==> config.mk <==
export PLATFORM = sky130hd
export DESIGN_NAME = cooler_alarm_supervisor
export DESIGN_NICKNAME = d
export VERILOG_FILES = /design/src/shared/cooler_alarm_pkg.sv /design/src/rtl/cooler_alarm_supervisor.sv /design/src/rtl/hold_timer.sv
export SDC_FILE = /design/constraint.sdc
export NUM_CORES = 1
export LEC_CHECK = 0
export BUFFER_PORTS_ARGS = -buffer_cell sky130_fd_sc_hd__buf_4
export CAP_MARGIN = 40
export CORE_UTILIZATION = 45
export CTS_CLUSTER_DIAMETER = 150
export DETAILED_ROUTE_END_ITERATION = 8
export PLACE_DENSITY = 0.64
export SETUP_SLACK_MARGIN = 0.05
export SLEW_MARGIN = 20
export SYNTH_ARGS = -nofsm -noshare
export SYNTH_HDL_FRONTEND = slang
export SYNTH_SLANG_ARGS = --single-unit
==> constraint.sdc <==
create_clock -name clock -period 2.7 [get_ports clock]
set_input_delay 0.54 -clock clock [delete_from_list [all_inputs] [get_ports clock]]
set_output_delay 0.54 -clock clock [all_outputs]
set_load 0.01 [all_outputs]
==> src/shared/cooler_alarm_pkg.sv <==
package cooler_alarm_pkg;

  // ***********************************************************
  // Clock and time base
  // ***********************************************************
  localparam int unsigned CLK_HZ = 200_000_000;
  localparam int unsigned CLK_PERIOD_NS = 5;
  // Timers advance on a one millisecond enable.
  localparam int unsigned TICK_MS = 1;
  localparam int unsigned TICK_CYCLES = CLK_HZ / 1000 * TICK_MS;
  localparam int unsigned DIV_W = 28;

  // ***********************************************************
  // Qualifying durations
  // ***********************************************************
  localparam int unsigned PUMP_ON_S = 10;
  localparam int unsigned NO_CURRENT_S = 3;
  localparam int unsigned LOW_TEMP_S = 3;
  localparam int unsigned RELEASE_S = 3;
  localparam int unsigned BASIN_MIN = 5;
  localparam int unsigned DRAIN_MIN = 45;

  localparam int unsigned TMR_W = 22;
  localparam logic [TMR_W-1:0] PUMP_ON_TICKS =
    TMR_W'(PUMP_ON_S * 1000 / TICK_MS);
  localparam logic [TMR_W-1:0] NO_CURRENT_TICKS =
    TMR_W'(NO_CURRENT_S * 1000 / TICK_MS);
  localparam logic [TMR_W-1:0] LOW_TEMP_TICKS =
    TMR_W'(LOW_TEMP_S * 1000 / TICK_MS);
  localparam logic [TMR_W-1:0] RELEASE_TICKS =
    TMR_W'(RELEASE_S * 1000 / TICK_MS);
  localparam logic [TMR_W-1:0] BASIN_TICKS =
    TMR_W'(BASIN_MIN * 60 * 1000 / TICK_MS);
  localparam logic [TMR_W-1:0] DRAIN_TICKS =
    TMR_W'(DRAIN_MIN * 60 * 1000 / TICK_MS);

  // ***********************************************************
  // Pump lockout
  // ***********************************************************
  localparam int unsigned NUM_PUMPS = 2;
  localparam int unsigned OCC_W = 2;
  localparam logic [OCC_W-1:0] OCC_RESET = 2'h0;
  localparam logic [OCC_W-1:0] OCC_LOCKOUT = 2'h3;

  // ***********************************************************
  // Temperature thresholds, signed tenths of a degree Celsius
  // ***********************************************************
  localparam int unsigned TEMP_W = 16;
  localparam logic signed [TEMP_W-1:0] WATER_TRIP = 16'sh0064;
  localparam logic signed [TEMP_W-1:0] GLYCOL_TRIP = 16'sh0048;
  localparam logic signed [TEMP_W-1:0] WATER_RELEASE = 16'sh0082;
  localparam logic signed [TEMP_W-1:0] GLYCOL_RELEASE = 16'sh0066;

  // ***********************************************************
  // Types
  // ***********************************************************
  typedef enum logic [1:0] {
    CT_LEAVING_TEMP,
    CT_CUSTOMER_SIGNAL,
    CT_OTHER_A,
    CT_OTHER_B
  } control_type_t;

  typedef enum logic {
    FLUID_WATER,
    FLUID_GLYCOL
  } fluid_type_t;

  typedef enum {
    LLT_NORMAL,
    LLT_ALARM
  } llt_state_t;

  typedef struct packed {
    logic low_float;
    logic high_float;
    logic drain_open;
  } sump_in_t;

  typedef struct packed {
    logic low_leaving;
    logic low_basin;
    logic high_basin;
    logic drain_valve;
  } alarm_t;

endpackage

==> src/rtl/cooler_alarm_supervisor.sv <==
`timescale 1ns/1ps
`default_nettype none

// Operation
// - No-current alarm: contactor 10 s, no current 3 s
// - Clear no-current when off or current present
// - Third occurrence locks pump; operator clears
// - Lockout alarm held until operator clears
// - Locked pump never gets its contactor energised
// - Water: low leaving alarm at 10 C, 3 s
// - Glycol: low leaving alarm at 7.2 C, 3 s
// - Release above 13 or 10.2 C for 3 s
// - Release at once outside leaving temperature control
// - Emergency flag follows low leaving alarm
// - Low basin: drain closed, no float 5 min
// - Low basin release: float true 3 s
// - High basin: high float true 5 min
// - High basin release: high float false 3 s
// - Drain alarm: valve open, float true 45 min
// - Drain alarm release: float false 3 s
module cooler_alarm_supervisor
  import cooler_alarm_pkg::*;
#(
  parameter int unsigned PUMPS = cooler_alarm_pkg::NUM_PUMPS,
  parameter int unsigned TICK_DIV = cooler_alarm_pkg::TICK_CYCLES
) (
  // Clock and reset
  input wire logic clock,
  input wire logic sys_rst,
  // Pumps
  input wire logic [PUMPS-1:0] pump_contact,
  input wire logic [PUMPS-1:0] pump_current,
  input wire logic [PUMPS-1:0] pump_start,
  input wire logic [PUMPS-1:0] lockout_clear,
  output logic [PUMPS-1:0] pump_run,
  output logic [PUMPS-1:0] no_current_alarm,
  output logic [PUMPS-1:0] lockout_alarm,
  output logic [PUMPS-1:0] no_current_event,
  output logic [PUMPS*cooler_alarm_pkg::OCC_W-1:0] lockout_count,
  // Sump
  input wire cooler_alarm_pkg::sump_in_t sump,
  // Leaving fluid
  input wire logic signed [cooler_alarm_pkg::TEMP_W-1:0] leaving_temp,
  input wire cooler_alarm_pkg::control_type_t control_type,
  input wire cooler_alarm_pkg::fluid_type_t fluid_type,
  // Alarm summary
  output cooler_alarm_pkg::alarm_t alarms,
  output logic emergency_flag,
  output logic general_alarm
);

  import cooler_alarm_pkg::*;

  // ***********************************************************
  // Millisecond enable
  // ***********************************************************
  localparam logic [DIV_W-1:0] DIV_LAST = DIV_W'(TICK_DIV - 1);

  logic [DIV_W-1:0] div_reg;
  logic tick;

  always_ff @(posedge clock) begin
    if (sys_rst || div_reg == DIV_LAST) begin
      div_reg <= '0;
    end else begin
      div_reg <= div_reg + 1'b1;
    end
  end

  assign tick = (div_reg == DIV_LAST);

  // ***********************************************************
  // Helpers
  // ***********************************************************
  function automatic logic at_or_below(
    input logic signed [TEMP_W-1:0] value,
    input logic signed [TEMP_W-1:0] limit
  );
    at_or_below = (value <= limit);
  endfunction

  // ***********************************************************
  // Pump no-current and lockout
  // ***********************************************************
  logic [PUMPS-1:0] on_done;
  logic [PUMPS-1:0] nocur_done;
  logic [PUMPS-1:0] nc_reg;
  logic [PUMPS-1:0] lock_reg;
  logic [PUMPS-1:0] run_reg;
  logic [PUMPS-1:0] event_reg;
  logic [OCC_W-1:0] occ_reg [PUMPS];

  genvar p;
  generate
    for (p = 0; p < PUMPS; p++) begin : g_pump
      logic nc_set;
      logic nc_clear;
      logic occur;
      logic lock_set;

      hold_timer #(
        .W(TMR_W)
      ) u_on_timer (
        .clock(clock),
        .sys_rst(sys_rst),
        .tick(tick),
        .cond(pump_contact[p]),
        .limit(PUMP_ON_TICKS),
        .done(on_done[p])
      );

      hold_timer #(
        .W(TMR_W)
      ) u_nocur_timer (
        .clock(clock),
        .sys_rst(sys_rst),
        .tick(tick),
        .cond(!pump_current[p]),
        .limit(NO_CURRENT_TICKS),
        .done(nocur_done[p])
      );

      assign nc_set = on_done[p] && nocur_done[p];
      assign nc_clear = !pump_contact[p] ||
        (pump_contact[p] && pump_current[p]);
      assign occur = nc_set && !nc_reg[p];
      assign lock_set = occur && (occ_reg[p] == OCC_LOCKOUT - 2'h1);

      always_ff @(posedge clock) begin
        if (sys_rst) begin
          nc_reg[p] <= 1'b0;
        end else if (nc_set) begin
          nc_reg[p] <= 1'b1;
        end else if (nc_clear) begin
          nc_reg[p] <= 1'b0;
        end
      end

      // An occurrence in the clearing cycle still counts; a third one wins.
      always_ff @(posedge clock) begin
        if (sys_rst) begin
          occ_reg[p] <= OCC_RESET;
        end else if (lockout_clear[p]) begin
          occ_reg[p] <= lock_set ? OCC_LOCKOUT :
            (occur ? OCC_RESET + 2'h1 : OCC_RESET);
        end else if (occur && occ_reg[p] != OCC_LOCKOUT) begin
          occ_reg[p] <= occ_reg[p] + 2'h1;
        end
      end

      always_ff @(posedge clock) begin
        if (sys_rst) begin
          lock_reg[p] <= 1'b0;
        end else if (lock_set) begin
          lock_reg[p] <= 1'b1;
        end else if (lockout_clear[p]) begin
          lock_reg[p] <= 1'b0;
        end
      end

      always_ff @(posedge clock) begin
        if (sys_rst) begin
          run_reg[p] <= 1'b0;
          event_reg[p] <= 1'b0;
        end else begin
          run_reg[p] <= pump_start[p] && !lock_reg[p] &&
            !lock_set;
          event_reg[p] <= occur;
        end
      end

      assign lockout_count[p*OCC_W +: OCC_W] = occ_reg[p];

      a_nocur_cause: assert property (@(posedge clock) disable iff (sys_rst)
        $rose(nc_reg[p]) |-> $past(pump_contact[p]) &&
          !$past(pump_current[p]))
        else $error("no-current alarm without its cause");

      a_nocur_clear: assert property (@(posedge clock) disable iff (sys_rst)
        nc_reg[p] && !pump_contact[p] |=> !nc_reg[p])
        else $error("no-current alarm kept with contactor off");

      a_lock_count: assert property (@(posedge clock) disable iff (sys_rst)
        $rose(lock_reg[p]) |-> occ_reg[p] == OCC_LOCKOUT)
        else $error("lockout before third occurrence");

      a_lock_hold: assert property (@(posedge clock) disable iff (sys_rst)
        lock_reg[p] && !lockout_clear[p] |=> lock_reg[p])
        else $error("lockout dropped without operator");

      a_lock_run: assert property (@(posedge clock) disable iff (sys_rst)
        lock_reg[p] |-> !run_reg[p] ##1 !run_reg[p] || !lock_reg[p])
        else $error("locked pump energised");
    end
  endgenerate

  assign pump_run = run_reg;
  assign no_current_alarm = nc_reg;
  assign lockout_alarm = lock_reg;
  assign no_current_event = event_reg;

  // ***********************************************************
  // Low leaving fluid temperature
  // ***********************************************************
  llt_state_t llt_state;
  logic leaving_ctrl;
  logic trip_cond;
  logic rel_cond;
  logic trip_done;
  logic rel_done;

  assign leaving_ctrl = (control_type == CT_LEAVING_TEMP);

  always_comb begin
    if (fluid_type == FLUID_GLYCOL) begin
      trip_cond = leaving_ctrl &&
        at_or_below(leaving_temp, GLYCOL_TRIP);
      rel_cond = leaving_ctrl &&
        !at_or_below(leaving_temp, GLYCOL_RELEASE);
    end else begin
      trip_cond = leaving_ctrl &&
        at_or_below(leaving_temp, WATER_TRIP);
      rel_cond = leaving_ctrl &&
        !at_or_below(leaving_temp, WATER_RELEASE);
    end
  end

  hold_timer #(
    .W(TMR_W)
  ) u_trip_timer (
    .clock(clock),
    .sys_rst(sys_rst),
    .tick(tick),
    .cond(trip_cond),
    .limit(LOW_TEMP_TICKS),
    .done(trip_done)
  );

  hold_timer #(
    .W(TMR_W)
  ) u_rel_timer (
    .clock(clock),
    .sys_rst(sys_rst),
    .tick(tick),
    .cond(rel_cond),
    .limit(RELEASE_TICKS),
    .done(rel_done)
  );

  always_ff @(posedge clock) begin
    if (sys_rst) begin
      llt_state <= LLT_NORMAL;
    end else begin
      case (llt_state)
        LLT_NORMAL: begin
          if (trip_done) begin
            llt_state <= LLT_ALARM;
          end
        end
        LLT_ALARM: begin
          if (!leaving_ctrl) begin
            llt_state <= LLT_NORMAL;
          end else if (rel_done) begin
            llt_state <= LLT_NORMAL;
          end
        end
        default: begin
          llt_state <= LLT_NORMAL;
        end
      endcase
    end
  end

  a_llt_cause: assert property (@(posedge clock) disable iff (sys_rst)
    $rose(llt_state == LLT_ALARM) |-> $past(trip_cond, 1))
    else $error("low leaving alarm without cold fluid");

  a_llt_ctrl: assert property (@(posedge clock) disable iff (sys_rst)
    !leaving_ctrl |=> llt_state == LLT_NORMAL)
    else $error("low leaving alarm outside its control type");

  // ***********************************************************
  // Sump level and drain valve
  // ***********************************************************
  logic low_basin_reg;
  logic high_basin_reg;
  logic drain_reg;
  logic lb_set;
  logic lb_rel;
  logic hb_set;
  logic hb_rel;
  logic dv_set;
  logic dv_rel;

  hold_timer #(
    .W(TMR_W)
  ) u_lb_set (
    .clock(clock),
    .sys_rst(sys_rst),
    .tick(tick),
    .cond(!sump.drain_open && !sump.low_float),
    .limit(BASIN_TICKS),
    .done(lb_set)
  );

  hold_timer #(
    .W(TMR_W)
  ) u_float_true (
    .clock(clock),
    .sys_rst(sys_rst),
    .tick(tick),
    .cond(sump.low_float),
    .limit(RELEASE_TICKS),
    .done(lb_rel)
  );

  hold_timer #(
    .W(TMR_W)
  ) u_hb_set (
    .clock(clock),
    .sys_rst(sys_rst),
    .tick(tick),
    .cond(sump.high_float),
    .limit(BASIN_TICKS),
    .done(hb_set)
  );

  hold_timer #(
    .W(TMR_W)
  ) u_hb_rel (
    .clock(clock),
    .sys_rst(sys_rst),
    .tick(tick),
    .cond(!sump.high_float),
    .limit(RELEASE_TICKS),
    .done(hb_rel)
  );

  hold_timer #(
    .W(TMR_W)
  ) u_dv_set (
    .clock(clock),
    .sys_rst(sys_rst),
    .tick(tick),
    .cond(sump.drain_open && sump.low_float),
    .limit(DRAIN_TICKS),
    .done(dv_set)
  );

  hold_timer #(
    .W(TMR_W)
  ) u_float_false (
    .clock(clock),
    .sys_rst(sys_rst),
    .tick(tick),
    .cond(!sump.low_float),
    .limit(RELEASE_TICKS),
    .done(dv_rel)
  );

  always_ff @(posedge clock) begin
    if (sys_rst) begin
      low_basin_reg <= 1'b0;
    end else if (lb_set) begin
      low_basin_reg <= 1'b1;
    end else if (lb_rel) begin
      low_basin_reg <= 1'b0;
    end
  end

  always_ff @(posedge clock) begin
    if (sys_rst) begin
      high_basin_reg <= 1'b0;
    end else if (hb_set) begin
      high_basin_reg <= 1'b1;
    end else if (hb_rel) begin
      high_basin_reg <= 1'b0;
    end
  end

  always_ff @(posedge clock) begin
    if (sys_rst) begin
      drain_reg <= 1'b0;
    end else if (dv_set) begin
      drain_reg <= 1'b1;
    end else if (dv_rel) begin
      drain_reg <= 1'b0;
    end
  end

  a_lb_cause: assert property (@(posedge clock) disable iff (sys_rst)
    $rose(low_basin_reg) |-> $past(!sump.drain_open && !sump.low_float))
    else $error("low basin alarm without its cause");

  a_hb_cause: assert property (@(posedge clock) disable iff (sys_rst)
    $rose(high_basin_reg) |-> $past(sump.high_float))
    else $error("high basin alarm without high float");

  a_dv_cause: assert property (@(posedge clock) disable iff (sys_rst)
    $rose(drain_reg) |-> $past(sump.drain_open && sump.low_float))
    else $error("drain valve alarm without its cause");

  // ***********************************************************
  // Alarm summary
  // ***********************************************************
  assign alarms.low_leaving = (llt_state == LLT_ALARM);
  assign alarms.low_basin = low_basin_reg;
  assign alarms.high_basin = high_basin_reg;
  assign alarms.drain_valve = drain_reg;
  assign emergency_flag = (llt_state == LLT_ALARM);
  assign general_alarm = (|alarms) || (|nc_reg) || (|lock_reg);

  a_emerg_flag: assert property (@(posedge clock) disable iff (sys_rst)
    alarms.low_leaving |-> emergency_flag && general_alarm)
    else $error("emergency flag missing with low leaving alarm");

  a_general_any: assert property (@(posedge clock) disable iff (sys_rst)
    $rose(low_basin_reg || high_basin_reg || drain_reg) |-> general_alarm)
    else $error("general alarm missing");

endmodule

`default_nettype wire

==> src/rtl/hold_timer.sv <==
`timescale 1ns/1ps
`default_nettype none

// Reports done once cond has held for more than limit ticks.
module hold_timer #(
  parameter int unsigned W = 22
) (
  // Clock and reset
  input wire logic clock,
  input wire logic sys_rst,
  // Timing
  input wire logic tick,
  input wire logic cond,
  input wire logic [W-1:0] limit,
  // Result
  output logic done
);

  logic [W:0] count_reg;
  logic full;

  // One tick beyond the limit so a partial first tick never shortens it.
  assign full = (count_reg > {1'b0, limit});

  always_ff @(posedge clock) begin
    if (sys_rst || !cond) begin
      count_reg <= '0;
    end else if (tick && !full) begin
      count_reg <= count_reg + 1'b1;
    end
  end

  assign done = cond && full;

endmodule

`default_nettype wire

======== Word level (Yosys, flattened, before mapping) ========
Memory sizes are Yosys's and may differ from the RTL's.
Cells that the tools add are included.
word-level totals
  register bits ........................... 347
  bits in latches ......................... 0
  memory bits (writable) .................. 4
  memory bits (read-only) ................. 0
  bits of input ports ..................... 32
  output and inout port bits .............. 18
  logic and storage cells ................. 219
  memories ................................ 1
operators by class
  $add $sub $neg .......................... 15
  multipliers ............................. 0
  divide/modulo/power cells ............... 0
  order comparisons ....................... 16
  equal/unequal tests ..................... 9
  shifts and indexed selects .............. 0
  multiplexer cells ....................... 44
  bitwise logic cells ..................... 4
  reduce and logical (&&, ||, !) cells .... 105
memories
  memory   words  width  read ports  clocked after Yosys merged registers in  write ports  line                           text
  occ_reg  2      2      2           0                                        2            cooler_alarm_supervisor.sv:91  logic [OCC_W-1:0] occ_reg [PUMPS];
operators with widths
  kind                                                                               number
  23-bit by 1-bit adder with 23-bit output, second input constant                    12
  23-bit by 12-bit > comparator with 1-bit output, second input constant             7
  32-bit two-way mux                                                                 3
  32-bit case mux with 2 select lines                                                1
  16-bit by 8-bit less-or-equal comparator with 1-bit output, second input constant  3
  23-bit by 14-bit > comparator with 1-bit output, second input constant             2
  23-bit by 19-bit > comparator with 1-bit output, second input constant             2
  1-bit logical AND                                                                  44
  1-bit two-way mux                                                                  34
  32-bit by 1-bit == test with 1-bit output, second input constant                   1
  32-bit by 2-bit == test with 1-bit output, second input constant                   1
  32-bit logical NOT                                                                 1
  1-bit logical NOT                                                                  31
  28-bit by 1-bit adder with 28-bit output, second input constant                    1
  28-bit by 18-bit == test with 1-bit output, second input constant                  1
  23-bit by 22-bit > comparator with 1-bit output, second input constant             1
  1-bit logical OR                                                                   17
  16-bit by 9-bit less-or-equal comparator with 1-bit output, second input constant  1
  2-bit nonzero test                                                                 7
  2-bit two-way mux                                                                  6
  2-bit inequality test, second input constant                                       3
  2-bit by 1-bit adder with 2-bit output, second input constant                      2
  2-bit == test, second input constant                                               2
  1-bit OR                                                                           4
  other kinds (5)                                                                    6

======== Longest topological paths before layout ========
Gate-level depths: netlist of run 1.
  word-level depth ........................ 10
  mapped depth ............................ 10
  mapped depth without buffers ............ 8

======== Cells and area by module ========
A second synthesis of run 1 with hierarchy kept.
unflattened totals
  cell total of the unflattened synthesis .. 3165
  area total of the unflattened synthesis .. 25039.0 um^2
modules (own cells, without submodules)
  module                                    times used  cells each  area an instance (um^2)
  hold_timer (g_pump[0].u_nocur_timer ...)  11          243         1904.3
  cooler_alarm_supervisor                   1           265         2249.7
  hold_timer (u_trip_timer)                 1           227         1841.8

======== Worst setup path before layout of run 1 ========
Ideal clock, no wire load.
  path type ............................... register -> register
  from .................................... reg div_reg[0]
  to ...................................... reg g_pump[1].u_nocur_timer.count_reg[7]
  library setup time ...................... 0.128 ns
  data arrival time ....................... 2.230 ns
  data required time ...................... 2.572 ns
  slack ................................... 0.342 ns
  cell stages (with the launch flop) ...... 10
  path buffers ............................ 2
  period minus slack after synthesis ...... 2.358 ns
  cells stage by stage .................... dfxtp_1 -> ha_1 -> nand2_1 -> or4_1 -> buf_2 -> a2111oi_2 -> buf_2 -> and3_1 -> xnor2_1 -> nor2_1
between the ends
  longest elaborated chain between the ends .. 2
ends and longest elaborated chain
  element                                     line                           text
  start, declared                             cooler_alarm_supervisor.sv:59  logic [DIV_W-1:0] div_reg;
  start signal, assigned                      cooler_alarm_supervisor.sv:66  div_reg <= div_reg + 1'b1;
  28-bit by 18-bit == test with 1-bit output  cooler_alarm_supervisor.sv:70  assign tick = (div_reg == DIV_LAST);
  1-bit logical AND                           hold_timer.sv:28               end else if (tick && !full) begin
  end signal, assigned                        hold_timer.sv:29               count_reg <= count_reg + 1'b1;
  end, declared                               hold_timer.sv:19               logic [W:0] count_reg;
Every way passes these cells.
A chain may end at the register's enable or synchronous reset.

======== Final worst setup path of run 1 ========
  from .................................... reg g_pump[0].u_on_timer.count_reg[0]
  to ...................................... reg g_pump[0].u_on_timer.count_reg[5]
between the ends
  longest elaborated chain between the ends .. 3
ends and longest elaborated chain
  element                                          line              text
  start, declared                                  hold_timer.sv:19
  start signal, assigned                           hold_timer.sv:29
  23-bit by 14-bit > comparator with 1-bit output  hold_timer.sv:23  assign full = (count_reg > {1'b0, limit});
  1-bit logical NOT                                hold_timer.sv:28
  1-bit logical AND                                hold_timer.sv:28
Several ways; a longest one is shown, not always the timed one.

==> results of run 1 <==
[what timing repair did]
item / 4_1_cts / 5_1_grt
setup endpoints to repair: 22 / 42
buffers inserted: 3 / 3
pin swaps: 2 / 8
resized for setup: 7 / 20
gates cloned: 1 / 0
[through the flow]
step | cell area (um^2) | power (mW) | std cells | hold slack [ps]
after floorplan | 13900 | 4.95 | 1559 | 420
after global placement | 14800 | 5.04 | 1979 | 437
after detailed placement | 14800 | 5.04 | 1980 | 441
after CTS | 16000 | 9.80 | 2043 | 214
after global routing | 16100 | 10.0 | 2046 | 219
final | 16100 | 9.66 | 2046 | 233
[path summary, 6_finish.rpt]
check / startpoint / to / slack (ps)
max: g_pump[0].u_on_timer.count_reg[0] / g_pump[0].u_on_timer.count_reg[5] / 140
min: pump_current[1] / no_current_alarm[1] / 230
max reg2reg: g_pump[0].u_on_timer.count_reg[0] / g_pump[0].u_on_timer.count_reg[5] / 140
min reg2reg: u_lb_set.count_reg[21] / u_lb_set.count_reg[21] / 460
[cells in the mapped netlist (3+ instances only)]
library cell / count / share of area (%)
a41oi_1: 5 / 0.32
o31ai_1: 24 / 1.3
o211ai_1: 8 / 0.43
nand2_1: 91 / 2.5
a31o_2: 4 / 0.25
o21a_1: 16 / 0.87
mux2i_1: 6 / 0.43
clkbuf_1: 45 / 1.2
xor2_1: 73 / 4.6
and3_1: 62 / 2.8
inv_1: 49 / 1.3
nand4_1: 56 / 2.5
buf_4: 5 / 0.27
nor2b_1: 7 / 0.32
and2_1: 99 / 4.5
nor4_1: 38 / 1.7
buf_2: 9 / 0.32
xnor2_1: 39 / 2.5
a2111oi_4: 3 / 0.60
nor4b_1: 7 / 0.44
a21oi_1: 72 / 2.6
a211o_1: 5 / 0.32
o21ai_0: 49 / 1.8
a31oi_1: 5 / 0.23
nand3_1: 72 / 2.6
or4_1: 27 / 1.5
or2_2: 8 / 0.36
or3_1: 37 / 1.7
ha_1: 29 / 2.6
nor3_1: 32 / 1.2
dfxtp_1: 316 / 46
a211oi_1: 5 / 0.27
edfxtp_1: 4 / 0.87
and4_1: 10 / 0.63
o31a_1: 3 / 0.19
nor2_1: 183 / 5.0
nand2b_1: 10 / 0.45
[metal layers]
layer / vias up / GRT usage [%]
met2: 152 / 30.7
met3: 46 / 2.89
li1: 5658 / -
met1: 5187 / 24.0
met5: - / 0
met4: 2 / 5.80
[cells by family (layout without fill, tap and decap cells)]
group | Yosys count | count (layout) | share of synthesized area, %
xor+xnor | 112 | 112 | 7.07
compound gates | 220 | 220 | 10.6
flops | 320 | 320 | 46.5
mux | 7 | 7 | 0.514
fa+ha+maj | 29 | 29 | 2.62
simple gates | 760 | 760 | 29.4
buf+inv | 111 | 208 | 3.27
[final cells by class]
type	count	area [um^2]	area share, %
clock buffer	52	1050	6.53
clock inverter	7	88.8	0.551
inverter	49	184	1.14
multi-input combinational	1128	7060	43.8
sequential	320	6450	40.0
tap	390	488	3.02
timing repair buffer	100	803	4.98
[power by group through the flow]
stage	logic, mW	registers [mW]	clock network (mW)
2_1_floorplan	0.0943	4.85	0
3_3_place_gp	0.188	4.85	0
3_5_place_dp	0.191	4.85	0
4_1_cts	0.192	4.74	4.87
5_1_grt	0.213	4.75	5.04
6_report	0.191	4.75	4.72
==> metrics.txt, run 1 <==
final setup fails=0; clock skew=slightly above 8 ps; startpoint types=flop; clk buf depth=3; RSZ-0062 raised after global routing=true; CP top delay family=compound AO/OA/AOI/OAI gates; max frequency=slightly below 0.4 GHz; internal power=7.70 mW; Via density=about 5.4; Slew headroom=between 50% and 60%; worst hold path type=primary input to flop; Antenna diodes=0; sequential-to-total area share from yosys stat=a little under half; Netlist cell types=between 60 and 70; fin nets=1695; largest net degree at the start of global routing=29; Avg WL per Cell=between 10 and 15 um; Die Height=approximately 180 um; outcome=complete, no violations; synthesized area=0.0139 mm^2; Cell Rows=63; cell area power density=between 500 and 600 mW/mm^2; Switching Share=20.3%; WL met3=~1.0 mm; worst path arrival time=approximately 3000 ps; critical path's slowest cell=a2111oi_4; Seq pwr share=approximately 49%; Synth Flop Type=dfxtp_1; Final Hold Fails=0; Final period util=between 90% and 100%; WL met2=roughly 13 mm; peak supply drop=approximately 0.32 mV; GPL Wtd Cong=between 0.8 and 0.9; core area=approximately 0.030 mm^2; Post-DP HPWL=just under 20 mm; Place WS=-140 ps; # H-tree levels=2; M1 wire length=roughly 14 mm; # DRC=0; CP Depth=8; clock-pin slew on the worst setup and hold paths=roughly 60 ps; Layout Utilization=between 50% and 60%; Setup TNS=0 ps; total CTS buffers=35; YS warnings=0; WP data required=3130 ps; Die X-Extent=178 um; number of fill cells=2741; drt initial violations=617; crit path cell chain=inv_2 > ha_1 > or3b_1 > a2111o_1 > a2111oi_4 > nand3_2 > or3_1 > a21oi_2; Port-buffer cells=49; CTS tree=yes; most common cell after layout, fill and taps aside=dfxtp_1; first-pass GRT wire length=48.8 mm; Mapped Avg Cell Area=8.90 um^2; initial antenna violation count=1; Vias=11000; worst setup margin=roughly 140 ps; min Tclk post-route=approximately 2600 ps; share of total power in the clock network=about half; worst slew pin tran=between 600 and 700 ps; Slew Viols, Final=0; Initial Util=a little under half; WS Path Type=flop to flop; Routed Antenna Nets=0; Ports=50; leak pwr=between 5 and 6 nW; most frequent cells in the layout=dfxtp_1, nor2_1, and2_1; DIE AREA=around 0.032 mm^2; flops & latches, synth=between 300 and 400; R2R depth=8; P_sw=1.96 mW; Hold Path Depth=2; layout cell share with drive strength beyond 1=around 12%; asr flop ratio synth=0%; Clk Tree Root Cell=clkbuf_16; Area Growth Syn to Fin=16.3%; cts hold-fix bufs=0; Highest Signal Layer=met5; CP peak stage delay=approximately 490 ps; Max Cap Violations=0; Worst setup EP type=flop; worst-path fanout max=6; number of flops mapped to enable cells by yosys=4; combinational share of power=about 2%; routed wire length=28.2 mm; global route overflow=0; Syn Nets=around 1600; GRT Resource Usage Total=a little under a fifth; drt pass-1 iters=5; post-synthesis cell count=1559; clock sink total=320; vias in the first global route=approximately 11000; clock latency on the worst-skew pair=500 ps; WP buf/inv=1
(Power assumes the default switching activity.)
==> run 2, diff against run 1 <==
Clock period 2.7 ns to 2.76 ns, I/O delays scaled along.
==> metrics.txt, run 2 (synthesis gave the netlist of run 1 again) <==
GRT Resource Usage Total=17.9% (-0.38 points); worst hold path type=primary input to flop; # H-tree levels=2 (unchanged); startpoint types=flop; drt pass-1 iters=5 (unchanged); initial antenna violation count=1 (unchanged); Avg WL per Cell=13.7 um (-0.82%); Die Height=178 um (unchanged); Via density=5.37 (-0.53%); DIE AREA=0.0315 mm^2 (unchanged); clock sink total=320 (unchanged); Post-DP HPWL=19.2 mm (+0.14%); most frequent cells in the layout=dfxtp_1, nor2_1, buf_4; Antenna diodes=0 (unchanged); Cell Rows=63 (unchanged); max frequency=0.390 GHz (-0.34%); CP top delay family=simple AND/OR/NAND/NOR gates; Place WS=-74.5 ps (+65.4 ps); Final period util=93.0% (-1.7 points); peak supply drop=0.475 mV (+47%); share of total power in the clock network=50.9% (+2.0 points); final setup fails=0 (unchanged); core area=0.0300 mm^2 (unchanged); Hold Startpoint=pump_current[1]; combinational share of power=1.9% (about the same); Multi-input gate area=0.00703 mm^2 (-0.51%); Area Growth Syn to Fin=16.7%; layout cell share with drive strength beyond 1=12.0% (-0.065 points); first-pass GRT wire length=47.5 mm (-2.5%); Cell Count, Final, Fillers Out=2055 (+0.44%); Ports=50 (unchanged); Seq pwr share=47.2% (-2.0 points); fin nets=1700 (+0.29%); internal power=7.84 mW (+1.8%); RSZ-0062 raised after global routing=false; r2r startpoint=g_pump[1].u_on_timer.count_reg[0]; cts hold-fix bufs=0 (unchanged); clock skew=26.6 ps (+18.5 ps); Routed Antenna Nets=0 (unchanged); clock latency on the worst-skew pair=520 ps (+20 ps); WP data required=3210 ps (+80 ps); Port-buffer cells=49 (unchanged); most common cell after layout, fill and taps aside=dfxtp_1; outcome=complete, no violations; worst-path fanout max=6 (unchanged); Initial Util=46.3% (unchanged); register-to-register setup slack=190 ps (+50 ps); # DRC=0 (unchanged); total CTS buffers=36 (+2.9%); largest net degree at the start of global routing=29 (unchanged); hold worst-path end=no_current_alarm[1]; Worst setup EP type=flop; Max Cap Violations=0 (unchanged); GPL Wtd Cong=0.832 (+1.9%); Slew headroom=48.3% (-6.5 points); Vias=11000 (-0.091%); critical path's slowest cell=or4_1; number of fill cells=2743 (+0.073%); R2R depth=9 (+1); Hold Path Depth=2 (unchanged); min Tclk post-route=2570 ps (+8.62 ps); CP peak stage delay=530 ps (+40 ps); WS Path Type=flop to flop; global route overflow=0 (unchanged); clock-pin slew on the worst setup and hold paths=60 ps (about the same); Setup TNS=0 ps (unchanged); placed insts=1984 (+0.20%); Sequential cell area=0.00645 mm^2 (-0.14%); routed wire length=28.1 mm (-0.38%); Slew Viols, Final=0 (unchanged); worst setup margin=193 ps (+51.4 ps); cell area power density=608 mW/mm^2 (+1.6%); WP buf/inv=2 (+1); drt initial violations=578 (-6.3%); worst path arrival time=3020 ps (+30 ps); Die X-Extent=178 um (unchanged); worst slew pin tran=768 ps (+96.9 ps); Clk Tree Root Cell=clkbuf_16; clk buf depth=3 (unchanged); P_sw=2.01 mW (+2.2%); worst r2r dst=g_pump[1].u_on_timer.count_reg[11]; leak pwr=5.91 nW (+1.0%); Switching Share=20.4% (+0.064 points); crit path cell chain=inv_1 > ha_1 > or3b_1 > a211o_1 > a31oi_4 > buf_4 > nand4_1 > or4_1 > o21ai_0; vias in the first global route=10200 (-3.9%); CTS tree=yes; Final Hold Fails=0 (unchanged)
-- run 2: changes by cell type in the layout (fill, tap and decap cells not counted), sizes merged --
cell	delta
clkbuf	-6
buf	+5
bufinv	+4
clkinv	+3
clkinvlp	+2
inv	+2
bufbuf	-1
-- run 2: final cells by class --
class / instances / area share [%]
clock buffers: 46 / 6.18
multi-input cells: 1128 / 43.4
well taps: 390 / 3.01
inverters: 49 / 1.14
repair buffers: 104 / 4.90
flip-flops and latches: 320 / 39.8
clock inverters: 18 / 1.56
-- run 2: power groups by stage --
stage	Combinational, mW	Clock [mW]	Sequential, mW
final	0.186	5.01	4.64
after detailed placement	0.187	0	4.74
after global placement	0.185	0	4.74
after CTS	0.187	5.14	4.64
after global routing	0.207	5.36	4.64
after floorplan	0.0923	0	4.75
-- run 2: repair_timing --
| action | in CTS | in global routing |
|---|---|---|
| buffers inserted | 2 | 5 |
| pin swaps | 1 | 3 |
| gates resized for setup | 1 | 7 |
| gates cloned | 0 | 0 |
| setup endpoints to repair | 12 | 30 |
-- run 2: metal layers --
layer  wire (um)  up-vias  part of all wire [%]  global-route usage, %
li1            -     5666                     -                      -
met1       13900     5172                    50                   24.4
met2       12500      152                    44                   28.7
met3        1080       43                   3.8                   3.45
met4         587        2                   2.1                   5.31
met5          19        -                 0.068                      0
-- run 2: worst max-delay path by stage --
| stage | startpoint | to | slack (ps) | cells past startpoint |
|---|---|---|---|---|
| 2_1_floorplan | div_reg[0] | g_pump[1].u_nocur_timer.count_reg[7] | 400 | 9 |
| 3_3_place_gp | div_reg[1] | u_dv_set.count_reg[10] | -30 | 8 |
| 3_5_place_dp | div_reg[1] | u_dv_set.count_reg[7] | -70 | 9 |
| 4_1_cts | g_pump[1].u_on_timer.count_reg[0] | g_pump[1].u_on_timer.count_reg[12] | 60 | 9 |
| 5_1_grt | g_pump[1].u_on_timer.count_reg[0] | g_pump[1].u_on_timer.count_reg[13] | 40 | 10 |
| 6_report | g_pump[1].u_on_timer.count_reg[0] | g_pump[1].u_on_timer.count_reg[11] | 190 | 9 |
-- run 2: metrics by stage --
stage	hold slack (ps)	utilization, %	cell area, um^2	total power [mW]
3_5_place_dp	439	49.5	14800	4.93
3_3_place_gp	439	49.5	14800	4.93
2_1_floorplan	420	-	13900	4.84
4_1_cts	199	53.8	16100	9.97
6_report	222	54.0	16200	9.84
5_1_grt	223	54.0	16200	10.2
-- run 2: worst register-to-register path, cell delays in order (launching register included) --
cell and delay, ps:
dfxtp_1 320, inv_1 90, ha_1 150, or3b_1 350
a211o_1 350, a31oi_4 230, buf_4 150, nand4_1 240
or4_1 530, o21ai_0 80
